$ cat src/rtl/mtseq_map.svh
// register map, field positions, reset values and timing of the trigger sequencer
`ifndef MTSEQ_MAP_SVH
`define MTSEQ_MAP_SVH

`define MTS_ADDR_W 8
`define MTS_OFS_CTRL 8'h00
`define MTS_OFS_SAMP 8'h04
`define MTS_OFS_TRIG 8'h08
`define MTS_OFS_DELAY 8'h0c
`define MTS_OFS_MCFG 8'h10
`define MTS_OFS_MODE 8'h14
`define MTS_OFS_STATUS 8'h18
`define MTS_OFS_HELD 8'h1c

`define MTS_CTRL_ARM 0
`define MTS_CTRL_DCLR 1
`define MTS_CTRL_CONF 2
`define MTS_CTRL_IFRST 3
`define MTS_CTRL_BUSTRG 4

`define MTS_TRIG_INF 31
`define MTS_DELAY_AUTO 31

`define MTS_MODE_REMOTE 0
`define MTS_MODE_IMM 1
`define MTS_MODE_FPAUTO 2
`define MTS_MODE_HOLD 3
`define MTS_MODE_BEEP 4
`define MTS_MODE_BAND_LO 8
`define MTS_MODE_W 10
`define MTS_MODE_RESET 10'h104

`define MTS_MCFG_W 14
`define MTS_MCFG_RNG_LO 4
`define MTS_MCFG_INTEGRATION_LINE_CYCLES 8
`define MTS_MCFG_FILT_LO 12

`define MTS_STAT_PEND 4
`define MTS_STAT_HOLD 5
`define MTS_STAT_REMOTE 6
`define MTS_STAT_SAMP_LO 16

`define MTS_CNT_MAX 50000
`define MTS_CNT_DEF 1
`define MTS_DLY_MAX_S 3600

`define MTS_CLK_NS 50
`define MTS_TICK_US 100
`define MTS_SETUP_US 20000
`define MTS_US_PER_S 1000000

`define MTS_AD_SHORT_US 1000
`define MTS_AD_LONG_US 1500
`define MTS_AD_RES1M_HI_US 15000
`define MTS_AD_RES1M_LO_US 10000
`define MTS_AD_RESHI_US 100000
`define MTS_AD_AC_SLOW_US 7000000
`define MTS_AD_AC_MED_US 1000000
`define MTS_AD_AC_FAST_US 600000
`define MTS_AD_ACFP_SLOW_US 1500000
`define MTS_AD_ACFP_MED_US 200000
`define MTS_AD_ACFP_FAST_US 100000
`define MTS_AD_FREQ_US 1000000
`define MTS_RES_100K 3'h3
`define MTS_RES_1M 3'h4

`define MTS_HOLD_RUN 3
`define MTS_BAND_DEF 2'h1
`define MTS_BAND_SCALE0 10000
`define MTS_BAND_SCALE1 1000
`define MTS_BAND_SCALE2 100
`define MTS_BAND_SCALE3 10

`endif

$ cat src/rtl/mtseq_pkg.sv
// types shared by the trigger sequencer files
package mtseq_pkg;

  typedef enum logic [2:0] {
    ST_IDLE,
    ST_SETUP,
    ST_WAIT,
    ST_DELAY,
    ST_MEAS
  } mtseq_state_t;

  typedef enum logic [2:0] {
    FN_DCV,
    FN_DCI,
    FN_RES,
    FN_ACV,
    FN_ACI,
    FN_FREQ,
    FN_PER
  } mtseq_func_t;

  typedef enum logic [1:0] {
    FL_SLOW,
    FL_MED,
    FL_FAST
  } mtseq_filt_t;

endpackage : mtseq_pkg

$ cat src/rtl/mtseq_hold.sv
// reading-hold stability detector
`timescale 1ns/100ps
`default_nettype none
`include "mtseq_map.svh"

module mtseq_hold #(
  parameter int RD_W = 24
) (
  input wire logic clk_sys,
  input wire logic rst_n,
  input wire logic enable,
  input wire logic beep_en,
  input wire logic [1:0] band,
  input wire logic reading_valid,
  input wire logic [RD_W-1:0] reading,
  output logic [RD_W-1:0] held,
  output logic held_valid,
  output logic beep
);

  typedef struct packed {
    logic [RD_W-1:0] ref_v;
    logic [1:0] run;
    logic [RD_W-1:0] held;
    logic valid;
    logic beep;
  } mtseq_hold_t;

  mtseq_hold_t q, d;

  function automatic logic in_band(input logic [RD_W-1:0] a, input logic [RD_W-1:0] r,
                                   input logic [1:0] b);
    logic [RD_W-1:0] diff;
    logic [RD_W+13:0] lhs;
    diff = (a > r) ? a - r : r - a;
    unique case (b)
      2'h0: lhs = (RD_W+14)'(diff) * (RD_W+14)'(`MTS_BAND_SCALE0);
      2'h1: lhs = (RD_W+14)'(diff) * (RD_W+14)'(`MTS_BAND_SCALE1);
      2'h2: lhs = (RD_W+14)'(diff) * (RD_W+14)'(`MTS_BAND_SCALE2);
      2'h3: lhs = (RD_W+14)'(diff) * (RD_W+14)'(`MTS_BAND_SCALE3);
    endcase
    return lhs <= (RD_W+14)'(r);
  endfunction : in_band

  always_comb begin
    d = q;
    d.beep = 1'b0;
    if (!enable) begin
      d.run = 2'h0;
    end else if (reading_valid) begin
      if (q.run == 2'h0 || !in_band(reading, q.ref_v, band)) begin
        d.ref_v = reading;
        d.run = 2'h1;
      end else if (q.run == 2'(`MTS_HOLD_RUN - 1)) begin
        d.held = reading;
        d.valid = 1'b1;
        d.beep = beep_en;
        d.run = 2'h0;
      end else begin
        d.run = q.run + 2'h1;
      end
    end
  end

  always_ff @(posedge clk_sys or negedge rst_n) begin
    if (!rst_n) begin
      q <= '0;
    end else begin
      q <= d;
    end
  end

  assign held = q.held;
  assign held_valid = q.valid;
  assign beep = q.beep;
endmodule : mtseq_hold
`default_nettype wire

$ cat src/rtl/mtseq_top.sv
// trigger sequencer with apb registers, delay timer and reading hold
`timescale 1ns/100ps
`default_nettype none
`include "mtseq_map.svh"

module mtseq_top #(
  parameter int TICK_CYCLES = `MTS_TICK_US * 1000 / `MTS_CLK_NS,
  parameter int SETUP_TICKS = (`MTS_SETUP_US + `MTS_TICK_US - 1) / `MTS_TICK_US,
  parameter int CNT_W = 16,
  parameter int DLY_W = 26,
  parameter int RD_W = 24
) (
  input wire logic clk_sys,
  input wire logic resetn,
  input wire logic [`MTS_ADDR_W-1:0] paddr,
  input wire logic psel,
  input wire logic penable,
  input wire logic pwrite,
  input wire logic [31:0] pwdata,
  output logic [31:0] prdata,
  output logic pready,
  output logic pslverr,
  input wire logic ext_trig_n,
  input wire logic meas_done,
  input wire logic reading_valid,
  input wire logic [RD_W-1:0] reading,
  output logic meas_start,
  output logic measurement_done_output_n,
  output logic wait_trig,
  output logic beep
);

  localparam int PRE_W = $clog2(TICK_CYCLES);
  localparam int DLY_MAX = `MTS_DLY_MAX_S * (`MTS_US_PER_S / `MTS_TICK_US);

  generate
    if (TICK_CYCLES < 2 || SETUP_TICKS < 1 || CNT_W < 16 || CNT_W > 30 || DLY_W > 30 ||
        (DLY_MAX >> DLY_W) != 0 || RD_W < 2 || RD_W > 32) begin : g_bad_cfg
      $error("mtseq_top parameters out of range");
    end
  endgenerate

  typedef struct packed {
    mtseq_pkg::mtseq_state_t st;
    logic [PRE_W-1:0] pre;
    logic [DLY_W-1:0] ticks;
    logic [CNT_W-1:0] samp_done;
    logic [CNT_W-1:0] trig_done;
    logic [CNT_W-1:0] samp_cnt;
    logic [CNT_W-1:0] trig_cnt;
    logic trig_inf;
    logic dly_auto;
    logic [DLY_W-1:0] dly;
    logic [`MTS_MCFG_W-1:0] mcfg;
    logic [`MTS_MODE_W-1:0] mode;
    logic ext_prev;
    logic pend;
    logic pready;
    logic pslverr;
    logic [31:0] prdata;
    logic start;
    logic done_n;
    logic wait_trig;
  } mtseq_regs_t;

  localparam mtseq_regs_t RESET_V = '{
    st: mtseq_pkg::ST_IDLE,
    samp_cnt: CNT_W'(`MTS_CNT_DEF),
    trig_cnt: CNT_W'(`MTS_CNT_DEF),
    dly_auto: 1'b1,
    mode: `MTS_MODE_W'(`MTS_MODE_RESET),
    ext_prev: 1'b1,
    done_n: 1'b1,
    default: '0
  };

  mtseq_regs_t q, d;
  logic [1:0] rst_sync_q;
  logic rst_n;
  logic [RD_W-1:0] held;
  logic held_valid;

  always_ff @(posedge clk_sys or negedge resetn) begin
    if (!resetn) begin
      rst_sync_q <= 2'b00;
    end else begin
      rst_sync_q <= {rst_sync_q[0], 1'b1};
    end
  end
  assign rst_n = rst_sync_q[1];

  function automatic logic [DLY_W-1:0] us_ticks(input int us);
    return DLY_W'(us / `MTS_TICK_US);
  endfunction : us_ticks

  function automatic logic [CNT_W-1:0] clamp_cnt(input logic [31:0] v);
    if (v == 32'h0) begin
      return CNT_W'(1);
    end
    if (v > 32'(`MTS_CNT_MAX)) begin
      return CNT_W'(`MTS_CNT_MAX);
    end
    return CNT_W'(v);
  endfunction : clamp_cnt

  function automatic logic [DLY_W-1:0] auto_delay(input logic [`MTS_MCFG_W-1:0] c,
                                                  input logic fp);
    logic [2:0] rng;
    logic integration_line_cycles;
    logic [1:0] filt;
    rng = c[`MTS_MCFG_RNG_LO +: 3];
    integration_line_cycles = c[`MTS_MCFG_INTEGRATION_LINE_CYCLES];
    filt = c[`MTS_MCFG_FILT_LO +: 2];
    unique case (c[2:0])
      mtseq_pkg::FN_DCV, mtseq_pkg::FN_DCI:
        return integration_line_cycles ? us_ticks(`MTS_AD_LONG_US) : us_ticks(`MTS_AD_SHORT_US);
      mtseq_pkg::FN_RES: begin
        if (rng <= `MTS_RES_100K) begin
          return integration_line_cycles ? us_ticks(`MTS_AD_LONG_US) : us_ticks(`MTS_AD_SHORT_US);
        end
        if (rng == `MTS_RES_1M) begin
          return integration_line_cycles ? us_ticks(`MTS_AD_RES1M_HI_US) : us_ticks(`MTS_AD_RES1M_LO_US);
        end
        return us_ticks(`MTS_AD_RESHI_US);
      end
      mtseq_pkg::FN_ACV, mtseq_pkg::FN_ACI: begin
        if (filt == mtseq_pkg::FL_SLOW) begin
          return fp ? us_ticks(`MTS_AD_ACFP_SLOW_US) : us_ticks(`MTS_AD_AC_SLOW_US);
        end
        if (filt == mtseq_pkg::FL_MED) begin
          return fp ? us_ticks(`MTS_AD_ACFP_MED_US) : us_ticks(`MTS_AD_AC_MED_US);
        end
        return fp ? us_ticks(`MTS_AD_ACFP_FAST_US) : us_ticks(`MTS_AD_AC_FAST_US);
      end
      mtseq_pkg::FN_FREQ, mtseq_pkg::FN_PER:
        return fp ? '0 : us_ticks(`MTS_AD_FREQ_US);
      default:
        return us_ticks(`MTS_AD_LONG_US);
    endcase
  endfunction : auto_delay

  logic acc, wr, done_acc;
  logic ctrl_wr, arm_c, dclr_c, conf_c, ifrst_c, bus_c;
  logic local_c, ext_fall, trig_in, tick, more_trig, last_samp;
  logic [DLY_W-1:0] eff_dly;
  logic [31:0] status;

  always_comb begin
    acc = psel & penable & ~q.pready;
    done_acc = psel & penable & q.pready;
    wr = done_acc & pwrite;
    ctrl_wr = wr && paddr == `MTS_OFS_CTRL;
    arm_c = ctrl_wr & pwdata[`MTS_CTRL_ARM];
    dclr_c = ctrl_wr & pwdata[`MTS_CTRL_DCLR];
    conf_c = ctrl_wr & pwdata[`MTS_CTRL_CONF];
    ifrst_c = ctrl_wr & pwdata[`MTS_CTRL_IFRST];
    bus_c = ctrl_wr & pwdata[`MTS_CTRL_BUSTRG];
    local_c = ~q.mode[`MTS_MODE_REMOTE];
    ext_fall = q.ext_prev & ~ext_trig_n;
    trig_in = ext_fall | bus_c | q.mode[`MTS_MODE_IMM];
    tick = q.pre == PRE_W'(TICK_CYCLES - 1);
    eff_dly = q.dly_auto ? auto_delay(q.mcfg, local_c & q.mode[`MTS_MODE_FPAUTO]) : q.dly;
    more_trig = local_c | q.trig_inf | (q.trig_done < q.trig_cnt);
    last_samp = (q.samp_done + CNT_W'(1)) >= q.samp_cnt;
    status = '0;
    status[2:0] = q.st;
    status[`MTS_STAT_PEND] = q.pend;
    status[`MTS_STAT_HOLD] = held_valid;
    status[`MTS_STAT_REMOTE] = q.mode[`MTS_MODE_REMOTE];
    status[`MTS_STAT_SAMP_LO +: 16] = q.samp_done[15:0];
  end

  always_comb begin
    d = q;
    d.start = 1'b0;
    d.done_n = 1'b1;
    d.ext_prev = ext_trig_n;
    d.pready = acc;
    d.pslverr = 1'b0;
    d.pre = tick ? '0 : q.pre + PRE_W'(1);
    if (acc) begin
      d.pslverr = 1'b0;
      unique case (paddr)
        `MTS_OFS_CTRL: d.prdata = '0;
        `MTS_OFS_SAMP: d.prdata = 32'(q.samp_cnt);
        `MTS_OFS_TRIG: d.prdata = {q.trig_inf, 31'(q.trig_cnt)};
        `MTS_OFS_DELAY: d.prdata = {q.dly_auto, 31'(q.dly)};
        `MTS_OFS_MCFG: d.prdata = 32'(q.mcfg);
        `MTS_OFS_MODE: d.prdata = 32'(q.mode);
        `MTS_OFS_STATUS: d.prdata = status;
        `MTS_OFS_HELD: d.prdata = 32'(held);
        default: begin
          d.prdata = '0;
          d.pslverr = 1'b1;
        end
      endcase
    end
    if (wr) begin
      unique case (paddr)
        `MTS_OFS_SAMP: d.samp_cnt = clamp_cnt(pwdata);
        `MTS_OFS_TRIG: begin
          d.trig_cnt = clamp_cnt({1'b0, pwdata[30:0]});
          d.trig_inf = pwdata[`MTS_TRIG_INF];
        end
        `MTS_OFS_DELAY: begin
          d.dly_auto = pwdata[`MTS_DELAY_AUTO];
          d.dly = (pwdata[30:0] > 31'(DLY_MAX)) ? DLY_W'(DLY_MAX) : DLY_W'(pwdata[30:0]);
        end
        `MTS_OFS_MCFG: d.mcfg = pwdata[`MTS_MCFG_W-1:0];
        `MTS_OFS_MODE: d.mode = pwdata[`MTS_MODE_W-1:0];
        default: d.mode = d.mode;
      endcase
    end
    if (conf_c | ifrst_c) begin
      d.samp_cnt = CNT_W'(`MTS_CNT_DEF);
      d.trig_cnt = CNT_W'(`MTS_CNT_DEF);
      d.trig_inf = 1'b0;
      d.dly_auto = 1'b1;
    end
    if (ifrst_c) begin
      d.mode[`MTS_MODE_BAND_LO +: 2] = `MTS_BAND_DEF;
    end

    unique case (q.st)
      mtseq_pkg::ST_IDLE: begin
        if (local_c) begin
          d.st = mtseq_pkg::ST_WAIT;
        end else if (arm_c) begin
          d.st = mtseq_pkg::ST_SETUP;
          d.ticks = '0;
          d.pre = '0;
        end
      end
      mtseq_pkg::ST_SETUP: begin
        if (q.ticks >= DLY_W'(SETUP_TICKS)) begin
          d.st = mtseq_pkg::ST_WAIT;
        end else if (tick) begin
          d.ticks = q.ticks + DLY_W'(1);
        end
      end
      mtseq_pkg::ST_WAIT: begin
        if (trig_in | q.pend) begin
          d.pend = 1'b0;
          d.st = mtseq_pkg::ST_DELAY;
          d.trig_done = q.trig_done + CNT_W'(1);
          d.samp_done = '0;
          d.ticks = '0;
          d.pre = '0;
        end
      end
      mtseq_pkg::ST_DELAY: begin
        d.pend = q.pend | ext_fall;
        if (q.ticks >= eff_dly) begin
          d.st = mtseq_pkg::ST_MEAS;
          d.start = 1'b1;
        end else if (tick) begin
          d.ticks = q.ticks + DLY_W'(1);
        end
      end
      mtseq_pkg::ST_MEAS: begin
        d.pend = q.pend | ext_fall;
        if (meas_done) begin
          d.done_n = 1'b0;
          d.samp_done = q.samp_done + CNT_W'(1);
          if (!last_samp) begin
            d.st = mtseq_pkg::ST_DELAY;
            d.ticks = '0;
            d.pre = '0;
          end else if (more_trig) begin
            d.st = mtseq_pkg::ST_WAIT;
          end else begin
            d.st = mtseq_pkg::ST_IDLE;
            d.pend = 1'b0;
            d.trig_done = '0;
          end
        end
      end
    endcase
    if (dclr_c | ifrst_c) begin
      d.st = mtseq_pkg::ST_IDLE;
      d.start = 1'b0;
      d.done_n = 1'b1;
      d.pend = 1'b0;
      d.trig_done = '0;
    end
    d.wait_trig = d.st == mtseq_pkg::ST_WAIT;
  end

  always_ff @(posedge clk_sys or negedge rst_n) begin
    if (!rst_n) begin
      q <= RESET_V;
    end else begin
      q <= d;
    end
  end

  mtseq_hold #(
    .RD_W(RD_W)
  ) u_hold (
    .clk_sys(clk_sys),
    .rst_n(rst_n),
    .enable(q.mode[`MTS_MODE_HOLD] & local_c),
    .beep_en(q.mode[`MTS_MODE_BEEP]),
    .band(q.mode[`MTS_MODE_BAND_LO +: 2]),
    .reading_valid(reading_valid),
    .reading(reading),
    .held(held),
    .held_valid(held_valid),
    .beep(beep)
  );

  assign prdata = q.prdata;
  assign pready = q.pready;
  assign pslverr = q.pslverr;
  assign meas_start = q.start;
  assign measurement_done_output_n = q.done_n;
  assign wait_trig = q.wait_trig;
endmodule : mtseq_top
`default_nettype wire

$ cat config.mk
export PLATFORM = sky130hd
export DESIGN_NAME = mtseq_top
export DESIGN_NICKNAME = d
export VERILOG_FILES = /design/src/rtl/mtseq_pkg.sv /design/src/rtl/mtseq_hold.sv /design/src/rtl/mtseq_top.sv
export VERILOG_INCLUDE_DIRS = /design/src /design/src/rtl
export SDC_FILE = /design/constraint.sdc
export NUM_CORES = 1
export LEC_CHECK = 0
export ABC_AREA = 0
export CORE_MARGIN = 3
export CORE_UTILIZATION = 25
export DETAILED_ROUTE_END_ITERATION = 10
export DONT_BUFFER_PORTS = 1
export PLACE_DENSITY_LB_ADDON = 0.2
export SLEW_MARGIN = 20
export SYNTH_ARGS = -nofsm -noshare
export SYNTH_HDL_FRONTEND = slang
export SYNTH_SLANG_ARGS = --single-unit
export TNS_END_PERCENT = 1
$ cat constraint.sdc
create_clock -name clk_sys -period 8.05 [get_ports clk_sys]
set_input_delay 0.805 -clock clk_sys [delete_from_list [all_inputs] [get_ports clk_sys]]
set_output_delay 0.805 -clock clk_sys [all_outputs]
set_load 0.05 [all_outputs]
==> flow_summary.rst, run 1 <==
.. list-table::
   :header-rows: 1

   * - Metric
     - Value
   * - Routed vias
     - between 20,000 and 30,000
   * - Total DRC errors in the routed layout
     - 0
   * - Synth Area per Inst
     - 8.57 um2
   * - Via count normalized by instance count
     - 4.88
   * - Clock edge transition at the registers on the reported setup and hold paths
     - 0.07 ns
   * - Via count of the first global-routing pass
     - between 20,000 and 30,000
   * - Fraction of met1 tracks used by global routing
     - 0.244
   * - CP Max Fanout
     - 25
   * - Maximum achievable frequency
     - approximately 0.11 GHz
   * - Total routing usage reported by global routing
     - 0.180
   * - Worst path max stage delay
     - ~0.54 ns
   * - Sort of element at the start of the critical path
     - flop
   * - Top cells by area, synth
     - sky130_fd_sc_hd__dfrtp_1 (21%), sky130_fd_sc_hd__ha_1 (17%), sky130_fd_sc_hd__fa_1 (9.7%)
   * - Largest net degree at the start of global routing
     - about 140
   * - Fin nets
     - approximately 4,600
   * - Max stage delay cell, worst path
     - sky130_fd_sc_hd__fa_1
   * - Clock tree from TritonCTS
     - yes
   * - Asr flop ratio synth
     - 1.00
   * - Met3 track demand over resource in global routing
     - 0.0143
   * - Post-synth EDFFs
     - 0
   * - Clock tree buffer depth
     - 3
   * - Post-synthesis register bit count
     - approximately 250
   * - Non-filler cells, final
     - between 5,000 and 6,000
   * - Number of warnings issued by yosys
     - 0
   * - Synthesized cell area
     - between 20,000 and 30,000 um2
   * - Area growth from synthesis to final layout
     - 30.1%
   * - Violated checks
     - negative setup slack
   * - Actual transition at the worst max-transition pin
     - ~1.0 ns
   * - Nets in the synthesized netlist
     - between 3,000 and 4,000
   * - Min cycle time layout
     - 9.50 ns
   * - Detailed-route wire length
     - 110 mm
   * - Worst slew margin relative to its limit
     - 0.306
   * - Met2 usage
     - 0.304
   * - Worst hold-check path type
     - in2reg
   * - Critical path data required time
     - approximately 8.5 ns
   * - Number of placed I/O pins
     - 110
   * - Fraction of post-synthesis cell area in the top cell type by area
     - 0.210
   * - Initial antenna violation count
     - 0
   * - Die extent in y
     - 345 um
   * - Count of buffers from port buffering
     - 0
   * - Main flop type after synthesis
     - sky130_fd_sc_hd__dfrtp_1
   * - Per-cell routed wire length
     - around 20 um
   * - Total Die Area
     - between 100,000 and 150,000 um2
   * - Area leader, netlist
     - sky130_fd_sc_hd__dfrtp_1
   * - Clock root buffer
     - sky130_fd_sc_hd__clkbuf_16
   * - Count of endpoints failing hold in the final timing report
     - 0
   * - Number of max-slew violations in the final report
     - 0
   * - Worst-case clock skew
     - around 0.032 ns
   * - Post-synth cell types
     - between 90 and 100
   * - Number of detailed-routing iterations run before antenna repair
     - 8
   * - Fraction of final layout cells with drive strength greater than 1
     - 0.251
   * - Worst setup slack after layout
     - -1.45 ns
   * - Chip width
     - ~350 um
   * - Sinks on the clock net
     - between 200 and 250
   * - Weighted congestion at the end of routability-driven global placement
     - about 0.89
   * - Estimated wirelength of the detail-placed design
     - just over 90 mm
   * - Sequential cell area fraction in the yosys report
     - 0.217
   * - Global route hottest layer
     - met2
   * - CTS buffer count
     - 26
   * - Row count
     - 123
   * - Count of max-cap constraint violations
     - 0
   * - Final worst path period share
     - 1.18
   * - Starting Density
     - 0.254
   * - CORE AREA
     - about 110,000 um2
   * - # placed instances
     - between 5,000 and 6,000
   * - Arrival @ worst endpoint
     - 9.96 ns
   * - Critical path capture point type
     - flop
   * - Number of antenna-violating nets in the routed design
     - 0
   * - Clock latency at the later pin of the worst-skew pair
     - between 0.5 and 0.6 ns
   * - H-tree levels
     - 1
   * - Finish-stage setup viols
     - 52
   * - Category of the most critical setup path
     - reg2reg
   * - Run status
     - finished, violations left
   * - Overflow left after global routing
     - 0
   * - Post-synthesis cell count
     - about 3,400
   * - Global-route wire length before repair
     - 168 mm
   * - Initial drt markers
     - ~1,600
   * - RSZ-0062 raised after global routing
     - yes
[worst paths after layout]
check                               from  slack, ns  cells past startpoint             end
max in group asynchronous  rst_sync_q[1]       6.39                      1      prdata[23]
setup reg to reg            u_hold.q[42]      -1.45                     40  u_hold.held[0]
hold reg to reg            rst_sync_q[1]       0.29                      0          q[130]
setup / recovery            u_hold.q[42]      -1.45                     40  u_hold.held[0]
min in group asynchronous  rst_sync_q[1]       0.29                      0          q[130]
hold / removal                ext_trig_n       0.22                      0           q[38]
[sequential cells by signal (all words and copies together), names as in the netlist, 2 cells and up]
| signal | count |
|---|---|
| q | 158 |
| prdata | 32 |
| u_hold.q | 26 |
| u_hold.held | 24 |
| rst_sync_q | 2 |
[what timing repair did]
item | CTS | global route
cloned | 2 | 0
hold buffers | 1 | 0
pin swaps | 31 | 52
gates resized for setup | 46 | 55
hold endpoints to repair | 2 | 0
endpoints found under the setup margin | 52 | 52
setup buffers | 12 | 12
[logic make-up after synthesis]
group	after synthesis	synth area share
AO/OA/AOI/OAI	883	0.200
AND/OR/NAND/NOR	832	0.142
buffers and inverters	628	0.0873
adder cells (fa/ha/maj)	528	0.266
flip-flops	249	0.217
XOR/XNOR	131	0.0398
multiplexers	109	0.0481
other	1	0.000130
[worst max-delay path: cells and delay by family (launching register included)]
| kind | cells | cell delay (ns) |
|---|---|---|
| AOI/OAI and AO/OA | 11 | 2.10 |
| and+or+nand+nor | 6 | 1.00 |
| buffers and inverters | 10 | 1.27 |
| muxes | 3 | 1.22 |
| DFF | 1 | 0.41 |
| adders and majority gates | 8 | 2.97 |
| xor gates and xnor gates | 2 | 0.38 |
[layout by cell type (no fill, tap or decap), types with 18 or more instances in the layout]
master,instances
sky130_fd_sc_hd__nor2_1,169
sky130_fd_sc_hd__nor4_1,20
sky130_fd_sc_hd__o31ai_1,29
sky130_fd_sc_hd__xnor2_1,79
sky130_fd_sc_hd__dfrtp_1,241
sky130_fd_sc_hd__a222oi_1,19
sky130_fd_sc_hd__clkbuf_16,26
sky130_fd_sc_hd__fa_1,139
sky130_fd_sc_hd__nor2b_1,28
sky130_fd_sc_hd__a21oi_1,236
sky130_fd_sc_hd__nor3_1,40
sky130_fd_sc_hd__a21o_1,83
sky130_fd_sc_hd__o21a_1,26
sky130_fd_sc_hd__and3_1,40
sky130_fd_sc_hd__buf_4,712
sky130_fd_sc_hd__mux2_2,27
sky130_fd_sc_hd__ha_4,28
sky130_fd_sc_hd__a22o_1,55
sky130_fd_sc_hd__mux2_4,20
sky130_fd_sc_hd__o21bai_1,18
sky130_fd_sc_hd__inv_1,455
sky130_fd_sc_hd__nand2_1,244
sky130_fd_sc_hd__or4_1,25
sky130_fd_sc_hd__nand4_1,50
sky130_fd_sc_hd__nand2b_1,37
sky130_fd_sc_hd__a22oi_1,31
sky130_fd_sc_hd__ha_1,358
sky130_fd_sc_hd__o211ai_1,23
sky130_fd_sc_hd__or3_1,20
sky130_fd_sc_hd__inv_2,18
sky130_fd_sc_hd__nand3_1,85
sky130_fd_sc_hd__mux2i_1,45
sky130_fd_sc_hd__xor2_1,37
sky130_fd_sc_hd__o21ai_0,169
[through the flow]
step	TNS (ns)	instance area [um2]	hold slack, ns	setup WS, ns	utilization
4_1_cts	-67.89	37200	0.193	-1.41	0.328
3_3_place_gp	-102.87	35800	0.301	-2.03	0.315
2_1_floorplan	-64.00	29300	0.331	-1.33	-
5_1_grt	-90.62	37500	0.200	-1.81	0.330
6_report	-72.49	37500	0.222	-1.45	0.330
3_5_place_dp	-101.63	35800	0.302	-2.04	0.315
[per-layer routing]
metal	routed length (um)	part of all wire
met5	0	0
met4	3720	0.034
met3	3700	0.034
met2	51500	0.47
met1	51200	0.46
[cell usage after synthesis (10+ instances only)]
cell,count
sky130_fd_sc_hd__inv_1,475
sky130_fd_sc_hd__o211ai_1,23
sky130_fd_sc_hd__nand3_1,87
sky130_fd_sc_hd__o31ai_1,30
sky130_fd_sc_hd__nand2b_1,39
sky130_fd_sc_hd__a211o_1,10
sky130_fd_sc_hd__a21o_1,83
sky130_fd_sc_hd__a221oi_1,14
sky130_fd_sc_hd__a211oi_1,15
sky130_fd_sc_hd__xor2_1,39
sky130_fd_sc_hd__or2_2,13
sky130_fd_sc_hd__o21ai_0,185
sky130_fd_sc_hd__a21oi_1,250
sky130_fd_sc_hd__mux2_2,28
sky130_fd_sc_hd__o21bai_1,18
sky130_fd_sc_hd__nor3_1,45
sky130_fd_sc_hd__mux4_2,13
sky130_fd_sc_hd__o21a_1,26
sky130_fd_sc_hd__dfrtp_1,242
sky130_fd_sc_hd__nand2_1,246
sky130_fd_sc_hd__nor2_1,178
sky130_fd_sc_hd__a21boi_0,10
sky130_fd_sc_hd__a22o_1,55
sky130_fd_sc_hd__or4_1,25
sky130_fd_sc_hd__nor4_1,21
sky130_fd_sc_hd__a31oi_1,18
sky130_fd_sc_hd__clkbuf_1,100
sky130_fd_sc_hd__and2_1,13
sky130_fd_sc_hd__buf_4,34
sky130_fd_sc_hd__or3_1,20
sky130_fd_sc_hd__mux2i_1,48
sky130_fd_sc_hd__a22oi_1,31
sky130_fd_sc_hd__ha_1,388
sky130_fd_sc_hd__a222oi_1,19
sky130_fd_sc_hd__mux2_4,19
sky130_fd_sc_hd__xnor2_1,92
sky130_fd_sc_hd__and3_1,41
sky130_fd_sc_hd__fa_1,140
sky130_fd_sc_hd__o22ai_1,13
sky130_fd_sc_hd__nor2b_1,28
sky130_fd_sc_hd__nand4_1,50
[layout make-up]
cell class                 instances  area (um2)
fill                           11904       75900
clock inverter                    16         231
inverter                         476        1800
multi-input combinational       2484       21000
sequential                       249        6240
tap                             1500        1880
clock buffer                      32         723
timing repair buffer             730        5640
antenna                            1        2.50
Power of run 1 is left out: the tool's default activity adds up to more than one toggle a clock period on the data nets, which glitch-free logic cannot reach.
==> inputs of run 2 (changes only) <==
--- a/config.mk
+++ b/config.mk
@@ -9,3 +9,2 @@
 export ABC_AREA = 0
-export CORE_MARGIN = 3
 export CORE_UTILIZATION = 25
--- a/constraint.sdc
+++ b/constraint.sdc
@@ -3,2 +3,2 @@
 set_output_delay 0.805 -clock clk_sys [all_outputs]
-set_load 0.05 [all_outputs]
+set_load 0.02 [all_outputs]
==> run 2 against run 1 <==
Effect of this change: design area fell by 0.21%; die area shrank 2.3%; global-route usage increased by 1.0 points; count of clock-buffer cells in the layout rose by 6; hold slack got worse by 0.0044 ns; largest cell class unchanged; clock skew is 0.0097 ns lower; via count shrank 0.26%; flip-flop and latch count unchanged; setup slack worse by 0.034 ns; register-to-register slack got worse by 0.03 ns; the run still ends with negative setup slack left.
==> flow_summary.rst, run 2 (same netlist as run 1, synthesis figures left out) <==
.. list-table::
   :header-rows: 1

   * - Metric
     - Value
   * - Run status
     - finished, violations left (unchanged)
   * - Violated checks
     - negative setup slack (unchanged)
   * - Number of detailed-routing iterations run before antenna repair
     - 6 (was 8)
   * - Weighted congestion at the end of routability-driven global placement
     - 0.944 (was 0.892)
   * - Maximum achievable frequency
     - 0.105 GHz (about the same)
   * - Final standard cell utilization of the core
     - 0.327 (was 0.330)
   * - CTS buffer count
     - 28 (was 26)
   * - Via count normalized by instance count
     - 4.85 (was 4.88)
   * - RSZ-0062 raised after global routing
     - yes (unchanged)
   * - Count of max-cap constraint violations
     - 0 (unchanged)
   * - Arrival @ worst endpoint
     - 9.99 ns (was 9.96 ns)
   * - Commonest non-fill, non-tap cell in the layout
     - sky130_fd_sc_hd__buf_4 (unchanged)
   * - Worst setup slack after layout
     - -1.49 ns (was -1.45 ns)
   * - Critical path data required time
     - 8.50 ns (about the same)
   * - Finish-stage setup viols
     - 52 (unchanged)
   * - Sinks on the clock net
     - 249 (unchanged)
   * - Number of max-slew violations in the final report
     - 0 (unchanged)
   * - Total routing usage reported by global routing
     - 0.190 (was 0.180)
   * - Top reg by flops
     - q (unchanged)
   * - Worst hold-check path type
     - in2reg (unchanged)
   * - Critical path capture point type
     - flop (unchanged)
   * - Die extent in y
     - 341 um (was 345 um)
   * - Initial drt markers
     - 1,578 (was 1,624)
   * - Category of the most critical setup path
     - reg2reg (unchanged)
   * - Fin nets
     - 4,575 (was 4,567)
   * - Count of endpoints failing hold in the final timing report
     - 0 (unchanged)
   * - Worst-case clock skew
     - 0.0223 ns (was 0.0321 ns)
   * - CP Max Fanout
     - 14 (was 25)
   * - Worst slew margin relative to its limit
     - 0.205 (was 0.306)
   * - Actual transition at the worst max-transition pin
     - 1.18 ns (was 1.04 ns)
   * - Non-filler cells, final
     - 5,510 (was 5,488)
   * - Count of buffers from port buffering
     - 0 (unchanged)
   * - Clock edge transition at the registers on the reported setup and hold paths
     - 0.06 ns (was 0.07 ns)
   * - H-tree levels
     - 1 (unchanged)
   * - Global-route wire length before repair
     - 170 mm (was 168 mm)
   * - Clock root buffer
     - sky130_fd_sc_hd__clkbuf_16 (unchanged)
   * - Min cycle time layout
     - 9.54 ns (was 9.50 ns)
   * - Routed vias
     - 26,721 (was 26,790)
   * - Via count of the first global-routing pass
     - 27,092 (was 27,389)
   * - Cell class contributing the biggest share of worst-path delay
     - adder cells (unchanged)
   * - Detailed-route wire length
     - 111 mm (was 110 mm)
   * - Total DRC errors in the routed layout
     - 0 (unchanged)
   * - Per-cell routed wire length
     - 20.2 um (was 20.1 um)
   * - Total Die Area
     - 117,000 um2 (was 119,000 um2)
   * - Fraction of final layout cells with drive strength greater than 1
     - 0.245 (was 0.251)
   * - Number of antenna-violating nets in the routed design
     - 0 (unchanged)
   * - Area growth from synthesis to final layout
     - 29.8% (was 30.1%)
   * - CORE AREA
     - 114,000 um2 (was 113,000 um2)
   * - Overflow left after global routing
     - 0 (unchanged)
   * - Starting Density
     - 0.252 (was 0.254)
   * - # placed instances
     - 5,434 (was 5,417)
   * - Sort of element at the start of the critical path
     - flop (unchanged)
   * - Row count
     - 124 (was 123)
   * - Final worst path period share
     - 1.18 (about the same)
   * - Estimated wirelength of the detail-placed design
     - 92.8 mm (was 92.2 mm)
   * - Worst path max stage delay
     - 0.53 ns (was 0.54 ns)
   * - Largest net degree at the start of global routing
     - 70 (was 144)
   * - Clock latency at the later pin of the worst-skew pair
     - 0.59 ns (was 0.57 ns)
   * - Max stage delay cell, worst path
     - sky130_fd_sc_hd__fa_1 (unchanged)
   * - Number of flip-flops under the largest register name
     - 158 (unchanged)
   * - Clock tree buffer depth
     - 3 (unchanged)
   * - CP Buf/Inv Count
     - 13 (was 10)
   * - Number of placed I/O pins
     - 110 (unchanged)
   * - Most frequent cells in the layout
     - sky130_fd_sc_hd__buf_4 (721), sky130_fd_sc_hd__inv_1 (459), sky130_fd_sc_hd__ha_1 (369) (was sky130_fd_sc_hd__buf_4 (712), sky130_fd_sc_hd__inv_1 (455), sky130_fd_sc_hd__ha_1 (358))
   * - Initial antenna violation count
     - 0 (unchanged)
   * - Clock tree from TritonCTS
     - yes (unchanged)
   * - Chip width
     - 341 um (was 345 um)
## run 2: worst register-to-register path, delay by kind of cell, from the launching register on
family | cells | cell delay (ns)
xor gates and xnor gates | 1 | 0.15
buffers and inverters | 13 | 1.51
and+or+nand+nor | 6 | 1.17
DFF | 1 | 0.40
AOI/OAI and AO/OA | 15 | 2.46
muxes | 2 | 0.53
adders and majority gates | 9 | 3.17
## run 2: final timing paths
kind	slack, ns	cells past startpoint	start	endpoint
max in group asynchronous	6.08	1	rst_sync_q[1]	prdata[26]
max	-1.49	46	u_hold.q[28]	u_hold.held[22]
min in group asynchronous	0.45	1	resetn	rst_sync_q[1]
min	0.22	0	ext_trig_n	q[38]
min reg2reg	0.35	0	rst_sync_q[0]	rst_sync_q[1]
max reg2reg	-1.49	46	u_hold.q[28]	u_hold.held[22]
## run 2: final cells by class
class                      count  area (um2)
clock inverter                14         224
antenna                        1        2.50
inverter                     476        1800
tap                         1512        1890
clock buffer                  38         808
multi-input combinational   2484       20700
timing repair buffer         736        5690
fill                       12115       76900
sequential                   249        6240
## run 2: per-stage QoR
stage	hold WS, ns	area (um2)	TNS [ns]	setup WS (ns)
after global placement	0.335	35800	-100.57	-2.02
after CTS	0.187	37300	-67.72	-1.44
after global routing	0.189	37400	-95.44	-1.98
final	0.218	37400	-69.20	-1.49
after detailed placement	0.338	35800	-109.54	-2.18
after floorplan	0.331	29300	-64.00	-1.33
## run 2: timing repair
action | 4_1_cts | 5_1_grt
hold buffers | 1 | 0
gates resized for setup | 47 | 8
cloned | 3 | 0
pin swaps | 45 | 2
hold endpoints to repair | 2 | 0
buffers inserted | 18 | 1
endpoints found under the setup margin | 52 | 52
## run 2: routing by layer
metal | vias to the layer above | GRT usage | wire length [um]
li1 | 13031 | - | -
met1 | 13066 | 0.255 | 51300
met2 | 501 | 0.321 | 52200
met3 | 123 | 0.0188 | 4290
met4 | 0 | 0.0584 | 3740
met5 | - | 0 | 0
Power of run 2 is left out for the same reason.
==> inputs of run 3 (changes only) <==
- PLACE_DENSITY_LB_ADDON: 0.2 -> 0.3
==> run 3 against run 2 <==
Effect of this change: the run still ends with negative setup slack left; first-iteration DRC count grew 31%; die area is the same; design area increased by 0.53%; critical path type unchanged; highest routed layer unchanged.
==> flow_summary.rst, run 3 (same netlist as run 1, synthesis figures left out) <==
.. list-table::
   :header-rows: 1

   * - Metric
     - Value
   * - Min cycle time layout
     - 9.55 ns (was 9.54 ns)
   * - Violated checks
     - negative setup slack (unchanged)
   * - Number of flip-flops under the largest register name
     - 158 (unchanged)
   * - Actual transition at the worst max-transition pin
     - 1.03 ns (was 1.18 ns)
   * - Clock tree buffer depth
     - 3 (unchanged)
   * - Fin nets
     - 4,560 (was 4,575)
   * - Design area
     - 37,600 um2 (was 37,400 um2)
   * - Via count of the first global-routing pass
     - 27,102 (was 27,092)
   * - Per-cell routed wire length
     - 19.2 um (was 20.2 um)
   * - Total DRC errors in the routed layout
     - 0 (unchanged)
   * - Total negative slack for setup checks
     - -74.11 ns (was -69.20 ns)
   * - Area growth from synthesis to final layout
     - 30.5% (was 29.8%)
   * - Critical path capture point type
     - flop (unchanged)
   * - Clock root buffer
     - sky130_fd_sc_hd__clkbuf_16 (unchanged)
   * - Number of max-slew violations in the final report
     - 0 (unchanged)
   * - Overflow left after global routing
     - 0 (unchanged)
   * - Max stage delay cell, worst path
     - sky130_fd_sc_hd__fa_1 (unchanged)
   * - Worst setup slack after layout
     - -1.50 ns (was -1.49 ns)
   * - RSZ-0062 raised after global routing
     - yes (unchanged)
   * - CORE AREA
     - 114,000 um2 (unchanged)
   * - Number of placed I/O pins
     - 110 (unchanged)
   * - Detailed-route wire length
     - 106 mm (was 111 mm)
   * - Maximum achievable frequency
     - 0.105 GHz (about the same)
   * - Global-route wire length before repair
     - 162 mm (was 170 mm)
   * - Sinks on the clock net
     - 249 (unchanged)
   * - Finish-stage setup viols
     - 52 (unchanged)
   * - Initial antenna violation count
     - 0 (unchanged)
   * - # placed instances
     - 5,408 (was 5,434)
   * - Largest net degree at the start of global routing
     - 112 (was 70)
   * - Non-filler cells, final
     - 5,493 (was 5,510)
   * - Final worst path period share
     - 1.19 (was 1.18)
   * - Starting Density
     - 0.252 (unchanged)
   * - Worst path max stage delay
     - 0.52 ns (was 0.53 ns)
   * - Most frequent cells in the layout
     - sky130_fd_sc_hd__buf_4 (696), sky130_fd_sc_hd__inv_1 (455), sky130_fd_sc_hd__ha_1 (354) (was sky130_fd_sc_hd__buf_4 (721), sky130_fd_sc_hd__inv_1 (459), sky130_fd_sc_hd__ha_1 (369))
   * - Die extent in y
     - 341 um (unchanged)
   * - Worst hold-check path type
     - in2reg (unchanged)
   * - Cell occurring most often along the worst timing path
     - sky130_fd_sc_hd__inv_2
   * - Via count normalized by instance count
     - 4.91 (was 4.85)
   * - Fraction of final layout cells with drive strength greater than 1
     - 0.250 (was 0.245)
   * - Total routing usage reported by global routing
     - 0.178 (was 0.190)
   * - Cell class contributing the biggest share of worst-path delay
     - compound AO/OA/AOI/OAI gates (was adder cells)
   * - Placement-stage cell area
     - 35,600 um2 (was 35,800 um2)
   * - Clock tree from TritonCTS
     - yes (unchanged)
   * - Chip width
     - 341 um (unchanged)
   * - Clock latency at the later pin of the worst-skew pair
     - 0.56 ns (was 0.59 ns)
   * - Sort of element at the start of the critical path
     - flop (unchanged)
   * - Antenna diodes
     - 0 (was 1)
   * - Count of buffers from port buffering
     - 0 (unchanged)
   * - Arrival @ worst endpoint
     - 10.03 ns (was 9.99 ns)
   * - Top reg by flops
     - q (unchanged)
   * - H-tree levels
     - 1 (unchanged)
   * - Total Die Area
     - 117,000 um2 (unchanged)
   * - Worst-case clock skew
     - 0.0143 ns (was 0.0223 ns)
   * - Commonest non-fill, non-tap cell in the layout
     - sky130_fd_sc_hd__buf_4 (unchanged)
   * - Weighted congestion at the end of routability-driven global placement
     - 0.915 (was 0.944)
   * - Critical path data required time
     - 8.52 ns (was 8.50 ns)
   * - Estimated wirelength of the detail-placed design
     - 86.7 mm (was 92.8 mm)
   * - Category of the most critical setup path
     - reg2reg (unchanged)
   * - Number of antenna-violating nets in the routed design
     - 0 (unchanged)
   * - Worst slew margin relative to its limit
     - 0.310 (was 0.205)
   * - Routed vias
     - 26,991 (was 26,721)
   * - Initial drt markers
     - 2,060 (was 1,578)
   * - CTS buffer count
     - 27 (was 28)
   * - Count of max-cap constraint violations
     - 0 (unchanged)
   * - CP Max Fanout
     - 6 (was 14)
   * - Row count
     - 124 (unchanged)
   * - Clock edge transition at the registers on the reported setup and hold paths
     - 0.07 ns (was 0.06 ns)
   * - Number of detailed-routing iterations run before antenna repair
     - 9 (was 6)
   * - Run status
     - finished, violations left (unchanged)
   * - CP Buf/Inv Count
     - 12 (was 13)
   * - Count of endpoints failing hold in the final timing report
     - 0 (unchanged)
run 3: cell count changes in the layout (fill, tap and decap cells not counted), moves of 5 or more:
cell / delta
sky130_fd_sc_hd__mux2_4: +5
sky130_fd_sc_hd__buf_4: -25
sky130_fd_sc_hd__ha_1: -15
sky130_fd_sc_hd__buf_6: +6
sky130_fd_sc_hd__xnor2_2: +6
sky130_fd_sc_hd__ha_4: +11
sky130_fd_sc_hd__xnor2_1: -7
sky130_fd_sc_hd__o21ai_0: -6
sky130_fd_sc_hd__mux2_2: -5
run 3: cell type report:
class / count / area (um2)
Tap cell: 1512 / 1890
Fill cell: 11786 / 76700
Clock inverter: 13 / 176
Inverter: 476 / 1800
Sequential cell: 249 / 6240
Timing Repair Buffer: 722 / 5680
Clock buffer: 37 / 763
Multi-Input combinational cell: 2484 / 21000
run 3: per-layer routing:
layer	routed length, um	track usage	share of wire
met1	47200	0.238	0.45
met2	50000	0.300	0.47
met3	4830	0.0154	0.046
met4	3590	0.0556	0.034
met5	0	0	0
run 3: worst paths after layout:
| path | start | endpoint | slack [ns] | depth (start not counted) |
|---|---|---|---|---|
| max in group asynchronous | rst_sync_q[1] | q[129] | 6.08 | 1 |
| worst min-delay path | ext_trig_n | q[38] | 0.24 | 0 |
| worst max-delay path | u_hold.q[28] | u_hold.q[40] | -1.50 | 45 |
| min in group asynchronous | rst_sync_q[1] | q[191] | 0.44 | 0 |
| worst min register to register | rst_sync_q[0] | rst_sync_q[1] | 0.35 | 0 |
| worst max register to register | u_hold.q[28] | u_hold.q[40] | -1.50 | 45 |
run 3: repair_timing:
| item | CTS | global route |
|---|---|---|
| hold buffers | 1 | 0 |
| endpoints found under the hold margin | 2 | 0 |
| gates cloned | 2 | 3 |
| pin swaps | 54 | 57 |
| endpoints found under the setup margin | 52 | 52 |
| buffers inserted | 16 | 13 |
| gates resized for setup | 77 | 44 |
run 3: metrics by stage:
step | hold slack, ns | setup WS (ns) | util
finish | 0.240 | -1.50 | 0.329
floorplan | 0.331 | -1.33 | -
CTS | 0.219 | -1.51 | 0.325
detailed placement | 0.338 | -2.29 | 0.311
global route | 0.222 | -1.89 | 0.329
global placement | 0.335 | -2.14 | 0.311
Power of run 3 is left out for the same reason.
